## src/pkg/mcr_pkg.sv

```systemverilog
package mcr_pkg;
   localparam logic [7:0] MCR_DATA_OFFSET = 8'h55;
   localparam logic [7:0] MCR_IO_DELTA = 8'h20;
   localparam logic [7:0] MCR_IO_OFFSET = MCR_DATA_OFFSET - MCR_IO_DELTA;
   localparam logic [7:0] MCR_RESET = 8'h00;
   localparam int MCR_BIT_DEBUG_DIS = 7;
   localparam int MCR_BIT_BOD_OFF = 6;
   localparam int MCR_BIT_BOD_UNLOCK = 5;
   localparam int MCR_BIT_PULLUP_DIS = 4;
   localparam int MCR_BIT_VEC_SEL = 1;
   localparam int MCR_BIT_VEC_UNLOCK = 0;
   localparam logic [7:0] MCR_IMPL_MASK = 8'hf3;
   localparam int MCR_WINDOW_CYCLES = 4;
   localparam int MCR_BOD_DELAY_CYCLES = 3;
   localparam int MCR_BOD_ACTIVE_CYCLES = 3;
   localparam logic [15:0] MCR_VECTOR_OFFSET = 16'h0002;
   localparam logic [15:0] MCR_APP_START = 16'h0000;
   localparam logic [2:0] MCR_CNT_W = 3'h0;
endpackage : mcr_pkg

```

## src/logic/mcr_control.sv

```systemverilog
`timescale 1ns/1ps
// What this block does
// Register decoded at data offset 0x55 and at I/O offset 0x35.
// Debug port enabled when disable bit is zero and fuse programmed.
// Debug-disable bit changes only when same value written twice within four cycles.
// Software must not alter debug-disable bit while on-chip debug is used.
// Brown-out sleep-off sets only after unlock write then plain write within four cycles.
// Sleep-off becomes effective three cycles after set, clears three cycles later.
// Detector switched off only when sleep executes while sleep-off is active.
// Global pull-up disable forces every port pull-up off.
// Vector select zero uses flash start, one uses boot section start.
// Vector select changes only by unlock write then select write within four cycles.
// Interrupts blocked from unlock set until after instruction following select write.
// Without a select write, interrupts stay blocked four cycles then release.
// Automatic blocking leaves the global interrupt-enable flag untouched.
// Unlock bit clears four cycles after written or on select write.
// Boot locks block interrupts in the section not holding the vectors.
// Vector base is 0x0002 or boot reset address plus 0x0002; reset fuse picks reset.
// Bits 3 and 2 read zero and ignore writes.
module mcr_control #(
   parameter int ADDR_W = 16
) (
   input wire logic mclk,
   input wire logic rst_n,
   input wire logic [7:0] data_addr,
   input wire logic data_wr,
   input wire logic data_rd,
   input wire logic [5:0] io_addr,
   input wire logic io_wr,
   input wire logic io_rd,
   input wire logic [7:0] wdata,
   output logic [7:0] rdata,
   output logic rdata_valid,
   input wire logic debug_port_fuse,
   input wire logic sleep_exec,
   input wire logic [ADDR_W-1:0] boot_reset_addr,
   input wire logic boot_reset_fuse,
   input wire logic app_section_boot_lock,
   input wire logic boot_section_boot_lock,
   input wire logic exec_in_boot,
   input wire logic instr_done,
   output logic debug_port_enable,
   output logic brownout_detector_off,
   output logic pullup_force_off,
   output logic [ADDR_W-1:0] vector_base,
   output logic [ADDR_W-1:0] reset_address,
   output logic irq_block,
   output logic [7:0] mcu_control
);
   import mcr_pkg::*;

   // One decode for both access spaces keeps read and write hits identical
   function automatic logic reg_hit(input logic data_strobe,
                                    input logic [7:0] d_addr,
                                    input logic io_strobe,
                                    input logic [5:0] i_addr);
      logic data_hit;
      logic io_hit;
      data_hit = data_strobe && (d_addr == MCR_DATA_OFFSET);
      io_hit = io_strobe && ({2'b00, i_addr} == MCR_IO_OFFSET);
      return data_hit || io_hit;
   endfunction : reg_hit

   // Interrupts stay off in the section that does not own the vector table while that section's boot lock is set
   function automatic logic section_locked(input logic vec_in_boot,
                                           input logic app_lock,
                                           input logic boot_lock,
                                           input logic in_boot);
      logic app_blocked;
      logic boot_blocked;
      app_blocked = vec_in_boot && app_lock && !in_boot;
      boot_blocked = !vec_in_boot && boot_lock && in_boot;
      return app_blocked || boot_blocked;
   endfunction : section_locked

   logic rst_meta;
   logic rst_sync_n;
   always_ff @(posedge mclk or negedge rst_n) begin
      if (!rst_n) begin
         rst_meta <= 1'b0;
         rst_sync_n <= 1'b0;
      end else begin
         rst_meta <= 1'b1;
         rst_sync_n <= rst_meta;
      end
   end

   // Both address views hit the same register
   logic hit_wr;
   logic hit_rd;
   assign hit_wr = reg_hit(data_wr, data_addr, io_wr, io_addr);
   assign hit_rd = reg_hit(data_rd, data_addr, io_rd, io_addr);

   logic debug_dis;
   logic bod_off;
   logic bod_unlock;
   logic pullup_dis;
   logic vec_sel;
   logic vec_unlock;

   // Debug-disable: remember a pending value and its window
   logic dbg_pend_val;
   logic dbg_open;
   logic dbg_arm;
   logic dbg_commit;
   assign dbg_commit = hit_wr && dbg_open && (wdata[MCR_BIT_DEBUG_DIS] == dbg_pend_val);
   assign dbg_arm = hit_wr && !dbg_commit;
   mcr_timed_window #(.CYCLES(MCR_WINDOW_CYCLES)) u_dbg_win (
      .mclk(mclk),
      .rst_n(rst_sync_n),
      .arm(dbg_arm),
      .cancel(dbg_commit),
      .open(dbg_open)
   );
   always_ff @(posedge mclk or negedge rst_sync_n) begin
      if (!rst_sync_n) begin
         dbg_pend_val <= 1'b0;
         debug_dis <= 1'b0;
      end else begin
         if (dbg_arm) begin
            dbg_pend_val <= wdata[MCR_BIT_DEBUG_DIS];
         end
         if (dbg_commit) begin
            debug_dis <= dbg_pend_val;
         end
      end
   end

   // Brown-out sleep-off unlock window
   logic bod_open;
   logic bod_unlock_wr;
   logic bod_set;
   assign bod_unlock_wr = hit_wr && wdata[MCR_BIT_BOD_OFF] && wdata[MCR_BIT_BOD_UNLOCK];
   assign bod_set = hit_wr && bod_open && wdata[MCR_BIT_BOD_OFF] && !wdata[MCR_BIT_BOD_UNLOCK];
   mcr_timed_window #(.CYCLES(MCR_WINDOW_CYCLES)) u_bod_win (
      .mclk(mclk),
      .rst_n(rst_sync_n),
      .arm(bod_unlock_wr),
      .cancel(bod_set),
      .open(bod_open)
   );

   // Sleep-off timing: pending delay, then active period, then auto-clear
   // The unlock bit reads one exactly while its four-cycle window is open
   assign bod_unlock = bod_open;

   logic [2:0] bod_cnt;
   logic bod_active;
   always_ff @(posedge mclk or negedge rst_sync_n) begin
      if (!rst_sync_n) begin
         bod_off <= 1'b0;
         bod_cnt <= 3'h0;
         bod_active <= 1'b0;
      end else begin
         if (bod_set) begin
            bod_off <= 1'b1;
            bod_cnt <= 3'(MCR_BOD_DELAY_CYCLES);
            bod_active <= 1'b0;
         end else if (bod_off) begin
            if (bod_cnt != 3'h1) begin
               bod_cnt <= bod_cnt - 3'h1;
            end else if (!bod_active) begin
               bod_active <= 1'b1;
               bod_cnt <= 3'(MCR_BOD_ACTIVE_CYCLES);
            end else begin
               bod_active <= 1'b0;
               bod_off <= 1'b0;
               bod_cnt <= 3'h0;
            end
         end
      end
   end

   always_ff @(posedge mclk or negedge rst_sync_n) begin
      if (!rst_sync_n) begin
         brownout_detector_off <= 1'b0;
      end else if (sleep_exec) begin
         brownout_detector_off <= bod_active;
      end
   end

   always_ff @(posedge mclk or negedge rst_sync_n) begin
      if (!rst_sync_n) begin
         pullup_dis <= 1'b0;
      end else if (hit_wr) begin
         pullup_dis <= wdata[MCR_BIT_PULLUP_DIS];
      end
   end

   // Vector select change sequence
   logic vec_open;
   logic vec_unlock_wr;
   logic vec_commit;
   logic vec_hold;
   assign vec_unlock_wr = hit_wr && wdata[MCR_BIT_VEC_UNLOCK];
   assign vec_commit = hit_wr && vec_open && !wdata[MCR_BIT_VEC_UNLOCK];
   mcr_timed_window #(.CYCLES(MCR_WINDOW_CYCLES)) u_vec_win (
      .mclk(mclk),
      .rst_n(rst_sync_n),
      .arm(vec_unlock_wr),
      .cancel(vec_commit),
      .open(vec_open)
   );

   // The window itself is the unlock bit: it closes after four cycles or on the select write
   assign vec_unlock = vec_open;

   // A registered copy of the window would hold the bit one cycle too long
   always_ff @(posedge mclk or negedge rst_sync_n) begin
      if (!rst_sync_n) begin
         vec_sel <= 1'b0;
         vec_hold <= 1'b0;
      end else begin
         if (vec_commit) begin
            vec_sel <= wdata[MCR_BIT_VEC_SEL];
            vec_hold <= 1'b1;
         end else if (vec_hold && instr_done) begin
            vec_hold <= 1'b0;
         end
      end
   end

   // Cycles of blocking left after the unlock write; the write cycle itself
   // is the first of four, so the counter starts one short of the window
   logic [2:0] vec_left;
   always_ff @(posedge mclk or negedge rst_sync_n) begin
      if (!rst_sync_n) begin
         vec_left <= 3'h0;
      end else if (vec_unlock_wr) begin
         vec_left <= 3'(MCR_WINDOW_CYCLES - 1);
      end else if (vec_commit) begin
         vec_left <= 3'h0;
      end else if (vec_left != 3'h0) begin
         vec_left <= vec_left - 3'h1;
      end
   end

   // Block covers unlock window and the instruction after the select write
   logic irq_vec_seq;
   logic irq_lock;
   assign irq_vec_seq = vec_unlock_wr || (vec_left != 3'h0) || vec_commit ||
                        (vec_hold && !instr_done);
   assign irq_lock = section_locked(vec_sel, app_section_boot_lock,
                                    boot_section_boot_lock, exec_in_boot);

   // Only a mask toward the core; the global enable flag is never written here
   always_ff @(posedge mclk or negedge rst_sync_n) begin
      if (!rst_sync_n) begin
         irq_block <= 1'b0;
      end else begin
         irq_block <= irq_vec_seq || irq_lock;
      end
   end

   always_ff @(posedge mclk or negedge rst_sync_n) begin
      if (!rst_sync_n) begin
         vector_base <= ADDR_W'(MCR_VECTOR_OFFSET);
         reset_address <= ADDR_W'(MCR_APP_START);
      end else begin
         vector_base <= vec_sel ? boot_reset_addr + ADDR_W'(MCR_VECTOR_OFFSET)
                                : ADDR_W'(MCR_VECTOR_OFFSET);
         // Fuse is programmed when low
         reset_address <= boot_reset_fuse ? ADDR_W'(MCR_APP_START) : boot_reset_addr;
      end
   end

   always_ff @(posedge mclk or negedge rst_sync_n) begin
      if (!rst_sync_n) begin
         debug_port_enable <= 1'b0;
         pullup_force_off <= 1'b0;
      end else begin
         // Debug-disable must stay put while on-chip debug runs; software keeps that
         debug_port_enable <= !debug_dis && debug_port_fuse;
         pullup_force_off <= pullup_dis;
      end
   end

   logic [7:0] reg_view;
   assign reg_view = {debug_dis, bod_off, bod_unlock, pullup_dis, 2'b00, vec_sel, vec_unlock} & MCR_IMPL_MASK;

   always_ff @(posedge mclk or negedge rst_sync_n) begin
      if (!rst_sync_n) begin
         rdata <= MCR_RESET;
         rdata_valid <= 1'b0;
         mcu_control <= MCR_RESET;
      end else begin
         rdata_valid <= hit_rd;
         rdata <= hit_rd ? reg_view : 8'h00;
         mcu_control <= reg_view;
      end
   end
endmodule : mcr_control

```

## src/logic/mcr_timed_window.sv

```systemverilog
`timescale 1ns/1ps
// Counts down a fixed number of cycles after being armed; open while counting.
module mcr_timed_window #(
   parameter int CYCLES = 4
) (
   input wire logic mclk,
   input wire logic rst_n,
   input wire logic arm,
   input wire logic cancel,
   output logic open
);
   import mcr_pkg::*;
   logic [3:0] count;
   always_ff @(posedge mclk or negedge rst_n) begin
      if (!rst_n) begin
         count <= 4'h0;
      end else if (arm) begin
         count <= 4'(CYCLES);
      end else if (cancel) begin
         count <= 4'h0;
      end else if (count != 4'h0) begin
         count <= count - 4'h1;
      end
   end
   assign open = (count != 4'h0);
endmodule : mcr_timed_window

```

## config.mk

```make
export PLATFORM = sky130hd
export DESIGN_NAME = mcr_control
export DESIGN_NICKNAME = d
export VERILOG_FILES = /design/src/pkg/mcr_pkg.sv /design/src/logic/mcr_control.sv /design/src/logic/mcr_timed_window.sv
export SDC_FILE = /design/constraint.sdc
export NUM_CORES = 1
export LEC_CHECK = 0
export BUFFER_PORTS_ARGS = -buffer_cell sky130_fd_sc_hd__buf_2
export CAP_MARGIN = 40
export CORE_MARGIN = 5
export CORE_UTILIZATION = 54
export DETAILED_ROUTE_END_ITERATION = 6
export GPL_ROUTABILITY_DRIVEN = 0
export GPL_TIMING_DRIVEN = 0
export MAX_ROUTING_LAYER = met4
export PLACE_DENSITY = 0.87
export RECOVER_POWER = 100
export SLEW_MARGIN = 20
export SYNTH_ARGS = -nofsm -noshare
export SYNTH_HDL_FRONTEND = slang
export SYNTH_SLANG_ARGS = --single-unit
```

## constraint.sdc

```tcl
create_clock -name mclk -period 7 [get_ports mclk]
set_clock_uncertainty 0.05 [all_clocks]
set_input_delay 1.05 -clock mclk [delete_from_list [all_inputs] [get_ports mclk]]
set_output_delay 1.05 -clock mclk [all_outputs]
set_load 0.02 [all_outputs]
```

==> results of run 1 <==
[cells in the mapped netlist (6+ instances only)]
cell type   n
nor2_1     23
nand3_1     8
xor2_1      9
a21oi_1    14
nand2_1    18
or3_1       6
xnor2_1     8
ha_1       11
inv_1      17
clkbuf_1    6
dfrtp_1    74
nor2b_1    17
o22ai_1     7
and2_1      7
[registers in the layout (all words and copies together) (netlist names), 3 cells and up]
| signal | cells |
|---|---|
| rdata | 6 |
| vec_left | 3 |
| bod_cnt | 3 |
| mcu_control | 6 |
| vector_base | 16 |
| u_bod_win.count | 4 |
| u_dbg_win.count | 4 |
| u_vec_win.count | 4 |
| reset_address | 16 |
[kinds of logic after synthesis]
| logic type | synth area share (%) |
|---|---|
| simple gates | 18.8 |
| mux | 1.69 |
| fa+ha+maj | 4.22 |
| compound gates | 8.98 |
| xor+xnor | 4.56 |
| other cells | 0.230 |
| flops | 57.6 |
| buf+inv | 3.95 |
[how the worst max path moves through the flow]
stage	start	cells past startpoint	slack, ns	endpoint
floorplan	io_addr[3]	5	4.60	vec_sel
global placement	rst_sync_n	0	3.96	bod_off
detailed placement	io_addr[3]	6	4.35	vec_sel
CTS	io_addr[3]	6	4.73	dbg_pend_val
global route	rst_sync_n	1	3.10	u_dbg_win.count[2]
finish	rst_sync_n	1	3.85	u_dbg_win.count[3]
[area by class of cell]
type | instances | area share (%)
flip-flops and latches | 75 | 47.2
well taps | 75 | 2.36
clock buffers | 12 | 3.90
clock inverters | 4 | 1.83
repair buffers | 98 | 10.6
inverters | 17 | 1.61
multi-input cells | 187 | 30.8
plain buffers | 12 | 1.61
[power by group]
part	leakage (uW)	total, uW	switching, uW	internal, uW
clock network	0.000113	372	153	220
logic	0.000796	361	205	155
registers	0.000954	580	59.1	521
total	0.00186	1310	417	896
[routing by layer]
metal  wire, um  share of wire [%]  track usage, %  vias to the layer above
met4        106                1.5            7.95                        0
li1           -                  -               -                     1197
met1       2810                 40            24.0                     1151
met2       3310                 47            32.2                       96
met3        789                 11            8.37                       11
met5          0                  0               -                        -
[metrics by stage]
stage,util (%),cell area [um2]
after detailed placement,65.9,3880
after global placement,65.5,3850
final,67.5,3980
after CTS,69.7,4100
after global routing,67.5,3980
after floorplan,-,3270
==> flow_summary.ini, run 1 <==
[synth]
syn_area_mm2 = 0.00326
synthCells = 288
synth_area_leaders = dfrtp_1 (57%), ha_1 (4.2%), nor2b_1 (3.3%)
async_reset_ff_share_pct = 100
synth_edf_count = 0
synth_ff_type = dfrtp_1
yosysTopAreaCell = dfrtp_1
synth_top_area_share_pct = 56.8
ys_seq_area_share_pct = 57.6
synth-seq-cells = 75
avgSynthCellArea_um2 = 11.3
ys.warnings.count = 0
yosys.cell_types.count = 47

[clocking]
cts_made_buffers = 9
clkSinkCount = 75
cts_tree = built
insertion_delay_ns = 0.34
post_cts_buffers = 0
cts_max_level = 3
hold_buffers = 0
cts_buffer_depth = 2
cts.repair.resized = 0
clockRootBuffer = clkbuf_8
path_clk_slew_ns = 0.07

[placement]
place_ws_ns = 4.35
hpwl_um = 5330
dp.cells = 464
port_buffers = 97

[floorplan]
die_w_um = 87.7
dieArea_mm2 = 0.00769
die_y_um = 87.7
rows = 28
coreArea_mm2 = 0.00589
ios = 104
start_util_pct = 55.4

[setup_path]
rr_worst_depth = 1
path_cells = clkbuf_1
start_kind = flop
slowest_delay_ns = 1.54
crit_arrival_ns = 3.14
r2r_end = u_dbg_win.count[3]
r2r_slack_ns = 3.85
r2r-start = rst_sync_n
critPathMaxFanout = 39
end_kind = async pin
cp_slowest_cell = clkbuf_1
path_buf_inv = 1
cpLargestDelayFamily = buffers and inverters
critPathRequiredTime_ns = 6.99
worstSetupPathType = flop to async pin

[timing]
finalCritPeriodShare_pct = 45.0
max_freq_mhz = 318
setup_tns_ns = 0
timing.hold.ws_ns = 0.309
slew_headroom_pct = -36.7
finalHoldViolations = 0
tightest_slew_ns = 2.05
fin_crit_ns = 3.15
slew_viol_final = 40
rsz0062_at_grt = false
setup_ws_ns = 3.85
finalSetupViolCount = 0

[global_routing]
grt_pass1_wl_um = 11700
grt_start_max_net_pins = 40
overflow = 0
grtUsageTotal_pct = 20.7
antenna_found_initial = 0
grt_pass1_vias = 2616

[worst_hold_path]
min_to = rst_sync_n
whs_path_depth = 0
hp-class = flop to flop
hp-start = rst_meta

[route]
drt_pass1_iterations = 4
drt.antenna.violating_nets = 0
routed_wl_um = 7020
remaining_drc_errors = 0
vias_per_cell = 5.11
initialDrtViolationCount = 80
vias = 2455
post_drt_wl_per_cell_um = 14.6

[power]
leakage_uw = 0.00186
vdd_drop_max_uv = 181
power_uw = 1310
p_per_area_mw_per_mm2 = 330

[cells_and_area]
regArea_mm2 = 0.00188
areaGrowthSynthToFinish_pct = 21.9
n_antenna_cell = 0
final_common_cell = dfrtp_1
multiInputGateArea_mm2 = 0.00123
fill_cells = 469
most-common-layout-cells = dfrtp_1 (74), clkbuf_1 (63), buf_2 (43)
fin_cells = 480
drive_above_1_share_pct = 18.5
nets = 462

[flow_run]
drv_cap = 1

[status]
violations = max-capacitance violations, max-slew violations
status = finished, violations left
(Power assumes the default switching activity.)
==> run 2, diff against run 1 <==
--- a/config.mk
+++ b/config.mk
@@ -8,12 +8,12 @@
 export BUFFER_PORTS_ARGS = -buffer_cell sky130_fd_sc_hd__buf_2
 export CAP_MARGIN = 40
 export CORE_MARGIN = 5
-export CORE_UTILIZATION = 54
+export CORE_UTILIZATION = 46
 export DETAILED_ROUTE_END_ITERATION = 6
 export GPL_ROUTABILITY_DRIVEN = 0
 export GPL_TIMING_DRIVEN = 0
 export MAX_ROUTING_LAYER = met4
-export PLACE_DENSITY = 0.87
+export PLACE_DENSITY = 0.79
 export RECOVER_POWER = 100
 export SLEW_MARGIN = 20
 export SYNTH_ARGS = -nofsm -noshare
==> constraint.sdc (replaced) <==
create_clock -name mclk -period 2.54 [get_ports mclk]
set_clock_uncertainty 0.05 [all_clocks]
set_input_delay 0.381 -clock mclk [delete_from_list [all_inputs] [get_ports mclk]]
set_output_delay 0.381 -clock mclk [all_outputs]
set_load 0.02 [all_outputs]
==> flow_summary.ini, run 2 (synthesis gave the netlist of run 1 again) <==
[status]
status = completed

[route]
drt_pass1_iterations = 4
drt.antenna.violating_nets = 0
vias_per_cell = 4.97
vias = 2495
remaining_drc_errors = 0
initialDrtViolationCount = 71
routed_wl_um = 6870
post_drt_wl_per_cell_um = 13.7

[cells_and_area]
nets = 463
drive_above_1_share_pct = 19.0
fin_cells = 502
n_antenna_cell = 0
final_common_cell = dfrtp_1
most-common-layout-cells = dfrtp_1 (74), clkbuf_1 (61), buf_2 (45)
areaGrowthSynthToFinish_pct = 22.0
reg_top3 = reset_address (16), vector_base (16)

[global_routing]
antenna_found_initial = 0
grtUsageTotal_pct = 16.9
grt_pass1_vias = 2530
use_met3_pct = 6.97
grt_pass1_wl_um = 11300
grt_start_max_net_pins = 41
busiest_layer = met2
use_met1_pct = 19.2
overflow = 0
use_met2_pct = 27.2

[power]
vdd_drop_max_uv = 446
p_per_area_mw_per_mm2 = 849
clkPwrFrac_pct = 23.4
sw_frac_of_total_pct = 33.4
seqPwrFrac_pct = 47.2
p_switching_uw = 1130
comb_power_share_pct = 29.4
leakage_uw = 0.00186
intPower_uw = 2250

[placement]
hpwl_um = 5320
dp.cells = 485
port_buffers = 97

[setup_path]
critPathMaxFanout = 10
start_kind = input pin
crit_arrival_ns = 2.23
r2r_end = bod_cnt[0]
crit_end = bod_cnt[0]
r2r_slack_ns = 0.60
end_kind = flop
worstSetupPathType = input pin to flop
critPathRequiredTime_ns = 2.77
slowest_delay_ns = 0.92
r2r-start = u_bod_win.count[0]
cp_slowest_cell = a2111oi_1
rr_worst_depth = 5
path_cells = buf_2 > and4bb_1 > nand3_1 > a2111oi_1 > or3_1
crit_start = data_addr[1]

[timing]
slew_headroom_pct = 12.2
finalSetupViolCount = 0
finalCritPeriodShare_pct = 78.8
tightest_slew_ns = 1.32
fin_crit_ns = 2.00
finalHoldViolations = 0
timing.hold.ws_ns = 0.215
max_freq_mhz = 500
slew_viol_final = 0
rsz0062_at_grt = false

[worst_hold_path]
hp-class = input pin to flop
hp-start = boot_reset_addr[1]

[floorplan]
ios = 104
die_y_um = 94.2
start_util_pct = 47.7
die_w_um = 94.2
coreArea_mm2 = 0.00683
dieArea_mm2 = 0.00888
rows = 30

[clocking]
clkSinkCount = 75
cts_tree = built
insertion_delay_ns = 0.34
cts_made_buffers = 9
path_clk_slew_ns = 0.07
cts.repair.resized = 0
cts_max_level = 3
clockRootBuffer = clkbuf_8
cts_buffer_depth = 2

[flow_run]
drv_cap = 0
==> run 2: area by class of cell <==
cell class              instances  area, um2
plain buffers                  12       63.8
clock buffers                  12        145
clock inverters                 4       26.3
fillers                       617       2850
inverters                      17       63.8
multi-input cells             187       1230
flip-flops and latches         75       1880
well taps                      96        120
repair buffers                 99        450
==> run 2: metal layers <==
metal | routed length (um) | share of wire, %
met1 | 2850 | 41
met4 | 102 | 1.5
met2 | 3170 | 46
met5 | 0 | 0
met3 | 750 | 11
==> run 2: how the worst min path moves through the flow <==
stage / end / slack (ns) / cells after the start
after floorplan: rst_meta / 0.04 / 0
after global placement: rst_meta / 0.12 / 1
after detailed placement: rst_meta / 0.12 / 1
after CTS: vector_base[1] / 0.15 / 2
after global routing: vector_base[0] / 0.21 / 2
final: vector_base[1] / 0.21 / 2
==> run 2: power by group through the flow <==
stage          clock network (uW)  logic, uW  registers (uW)
5_1_grt                       879       1130            1630
3_5_place_dp                    0       1030            1620
6_report                      792        992            1590
4_1_cts                       813       1030            1600
3_3_place_gp                    0        954            1620
2_1_floorplan                   0        659            1680
==> run 2: timing repair <==
item,4_1_cts,5_1_grt
endpoints found under the hold margin,2,0
setup buffers,0,0
hold buffers,1,0
==> run 2: through the flow <==
| step | area, um2 | power [uW] | util [%] | setup WS (ns) | TNS (ns) |
|---|---|---|---|---|---|
| 6_report | 3980 | 3380 | 58.3 | 0.540 | 0 |
| 5_1_grt | 3980 | 3640 | 58.3 | 0.348 | 0 |
| 4_1_cts | 4080 | 3440 | 59.8 | 0.685 | 0 |
| 3_5_place_dp | 3900 | 2640 | 57.1 | 0.569 | 0 |
| 3_3_place_gp | 3880 | 2570 | 56.8 | -0.500 | -35.60 |
| 2_1_floorplan | 3270 | 2340 | - | 0.248 | 0 |
==> run 2: critical path: cells and delay by family <==
kind / cells / cell delay, ns
AO/OA/AOI/OAI: 1 / 0.92
AND/OR/NAND/NOR: 3 / 0.83
buffers and inverters: 1 / 0.09
==> run 3, diff against run 2 <==
==> constraint.sdc (replaced) <==
create_clock -name mclk -period 1.8 [get_ports mclk]
set_clock_uncertainty 0.05 [all_clocks]
set_input_delay 0.27 -clock mclk [delete_from_list [all_inputs] [get_ports mclk]]
set_output_delay 0.27 -clock mclk [all_outputs]
set_load 0.02 [all_outputs]
==> flow_summary.ini, run 3 (synthesis gave the netlist of run 1 again) <==
[status]
status = completed

[timing]
tightest_slew_ns = 1.33
timing.hold.ws_ns = 0.110
finalCritPeriodShare_pct = 95.0
slew_headroom_pct = 11.4
finalSetupViolCount = 0
max_freq_mhz = 585
fin_crit_ns = 1.71
slew_viol_final = 0
rsz0062_at_grt = false
finalHoldViolations = 0

[route]
vias_per_cell = 5.03
vias = 2512
drt_pass1_iterations = 5
initialDrtViolationCount = 64
routed_wl_um = 7250
remaining_drc_errors = 0
post_drt_wl_per_cell_um = 14.5
drt.antenna.violating_nets = 0

[cells_and_area]
regArea_mm2 = 0.00188
multiInputGateArea_mm2 = 0.00126
reg_top3 = reset_address (16), vector_base (16)
fin_area_mm2 = 0.00398
drive_above_1_share_pct = 19.9
n_antenna_cell = 0
fill_cells = 605
most-common-layout-cells = dfrtp_1 (74), clkbuf_1 (60), buf_2 (44)
areaGrowthSynthToFinish_pct = 21.9
nets = 462
final_common_cell = dfrtp_1

[clocking]
clkSinkCount = 75
insertion_delay_ns = 0.34
post_cts_buffers = 0
cts_made_buffers = 9
cts_max_level = 3
clockRootBuffer = clkbuf_8
cts_buffer_depth = 2
path_clk_slew_ns = 0.08
cts_tree = built

[power]
power_uw = 4730
vdd_drop_max_uv = 576
leakage_uw = 0.00185
p_per_area_mw_per_mm2 = 1190

[placement]
port_buffers = 97
placed_cell_area_mm2 = 0.00390
hpwl_um = 5590

[flow_run]
drv_cap = 0

[global_routing]
grtUsageTotal_pct = 17.5
grt_pass1_wl_um = 11700
overflow = 0
antenna_found_initial = 0
grt_start_max_net_pins = 42
grt_pass1_vias = 2602

[setup_path]
critPathRequiredTime_ns = 1.97
path_cells = inv_1 > ha_1 > or3b_4 > nand3_2 > nor2_1 > a311o_1
slowest_delay_ns = 0.42
worstSetupPathType = flop to flop
start_kind = flop
r2r_end = debug_dis
critPathMaxFanout = 5
cp_slowest_cell = or3b_4
crit_arrival_ns = 1.88
r2r_slack_ns = 0.09
end_kind = flop
rr_worst_depth = 6
r2r-start = u_dbg_win.count[1]

[worst_hold_path]
min_to = vector_base[1]
whs_path_depth = 2
hp-class = input pin to flop
hp-start = boot_reset_addr[1]

[floorplan]
ios = 104
die_y_um = 94.2
start_util_pct = 47.7
die_w_um = 94.2
coreArea_mm2 = 0.00683
rows = 30
dieArea_mm2 = 0.00888
run 3: layout make-up:
cell class / count / share of cell area (%)
multi-input combinational: 187 / 31.6
timing repair buffer: 99 / 11.3
buffer: 11 / 1.51
tap: 96 / 3.02
clock inverter: 4 / 0.504
clock buffer: 10 / 3.21
sequential: 75 / 47.2
inverter: 17 / 1.61
run 3: per-stage QoR:
step | util (%) | std cells | setup TNS, ns | setup slack (ns)
floorplan | - | 291 | 0 | 0.0697
global placement | 56.8 | 484 | -0.129 | -0.0468
detailed placement | 57.1 | 485 | -0.241 | -0.0703
CTS | 59.5 | 500 | 0 | 0.0196
global route | 58.2 | 499 | 0 | 0.0201
finish | 58.2 | 499 | 0 | 0.0901
run 3: what timing repair did:
item                       4_1_cts  5_1_grt
hold buffers                     1        0
hold endpoints to repair         2        0
gates resized for setup          1        4
setup endpoints to repair        1        3
run 3: per-layer routing:
| layer | global-route usage, % | part of all wire [%] |
|---|---|---|
| met4 | 7.22 | 1.6 |
| met3 | 6.01 | 9.7 |
| met2 | 28.9 | 47 |
| met5 | - | 0 |
| met1 | 19.5 | 41 |
run 3: how the worst max path moves through the flow:
stage,from,to,cells after the start
after CTS,u_bod_win.count[0],bod_cnt[0],5
after global placement,io_addr[3],pullup_dis,6
after global routing,u_dbg_win.count[1],debug_dis,6
after detailed placement,io_addr[3],pullup_dis,6
final,u_dbg_win.count[1],debug_dis,6
after floorplan,u_dbg_win.count[0],debug_dis,6
run 3: worst max-delay path: cells and delay by family, from the launching register on:
| family | cells | cell delay (ns) |
|---|---|---|
| DFF | 1 | 0.39 |
| adders and majority gates | 1 | 0.18 |
| buffers and inverters | 1 | 0.08 |
| AOI/OAI and AO/OA | 1 | 0.31 |
| and+or+nand+nor | 3 | 0.57 |
run 3: where the power goes:
| group | total [uW] | switching (uW) | internal, uW |
|---|---|---|---|
| Clock | 1030 | 555 | 475 |
| Sequential | 2270 | 243 | 2030 |
| Combinational | 1430 | 802 | 632 |
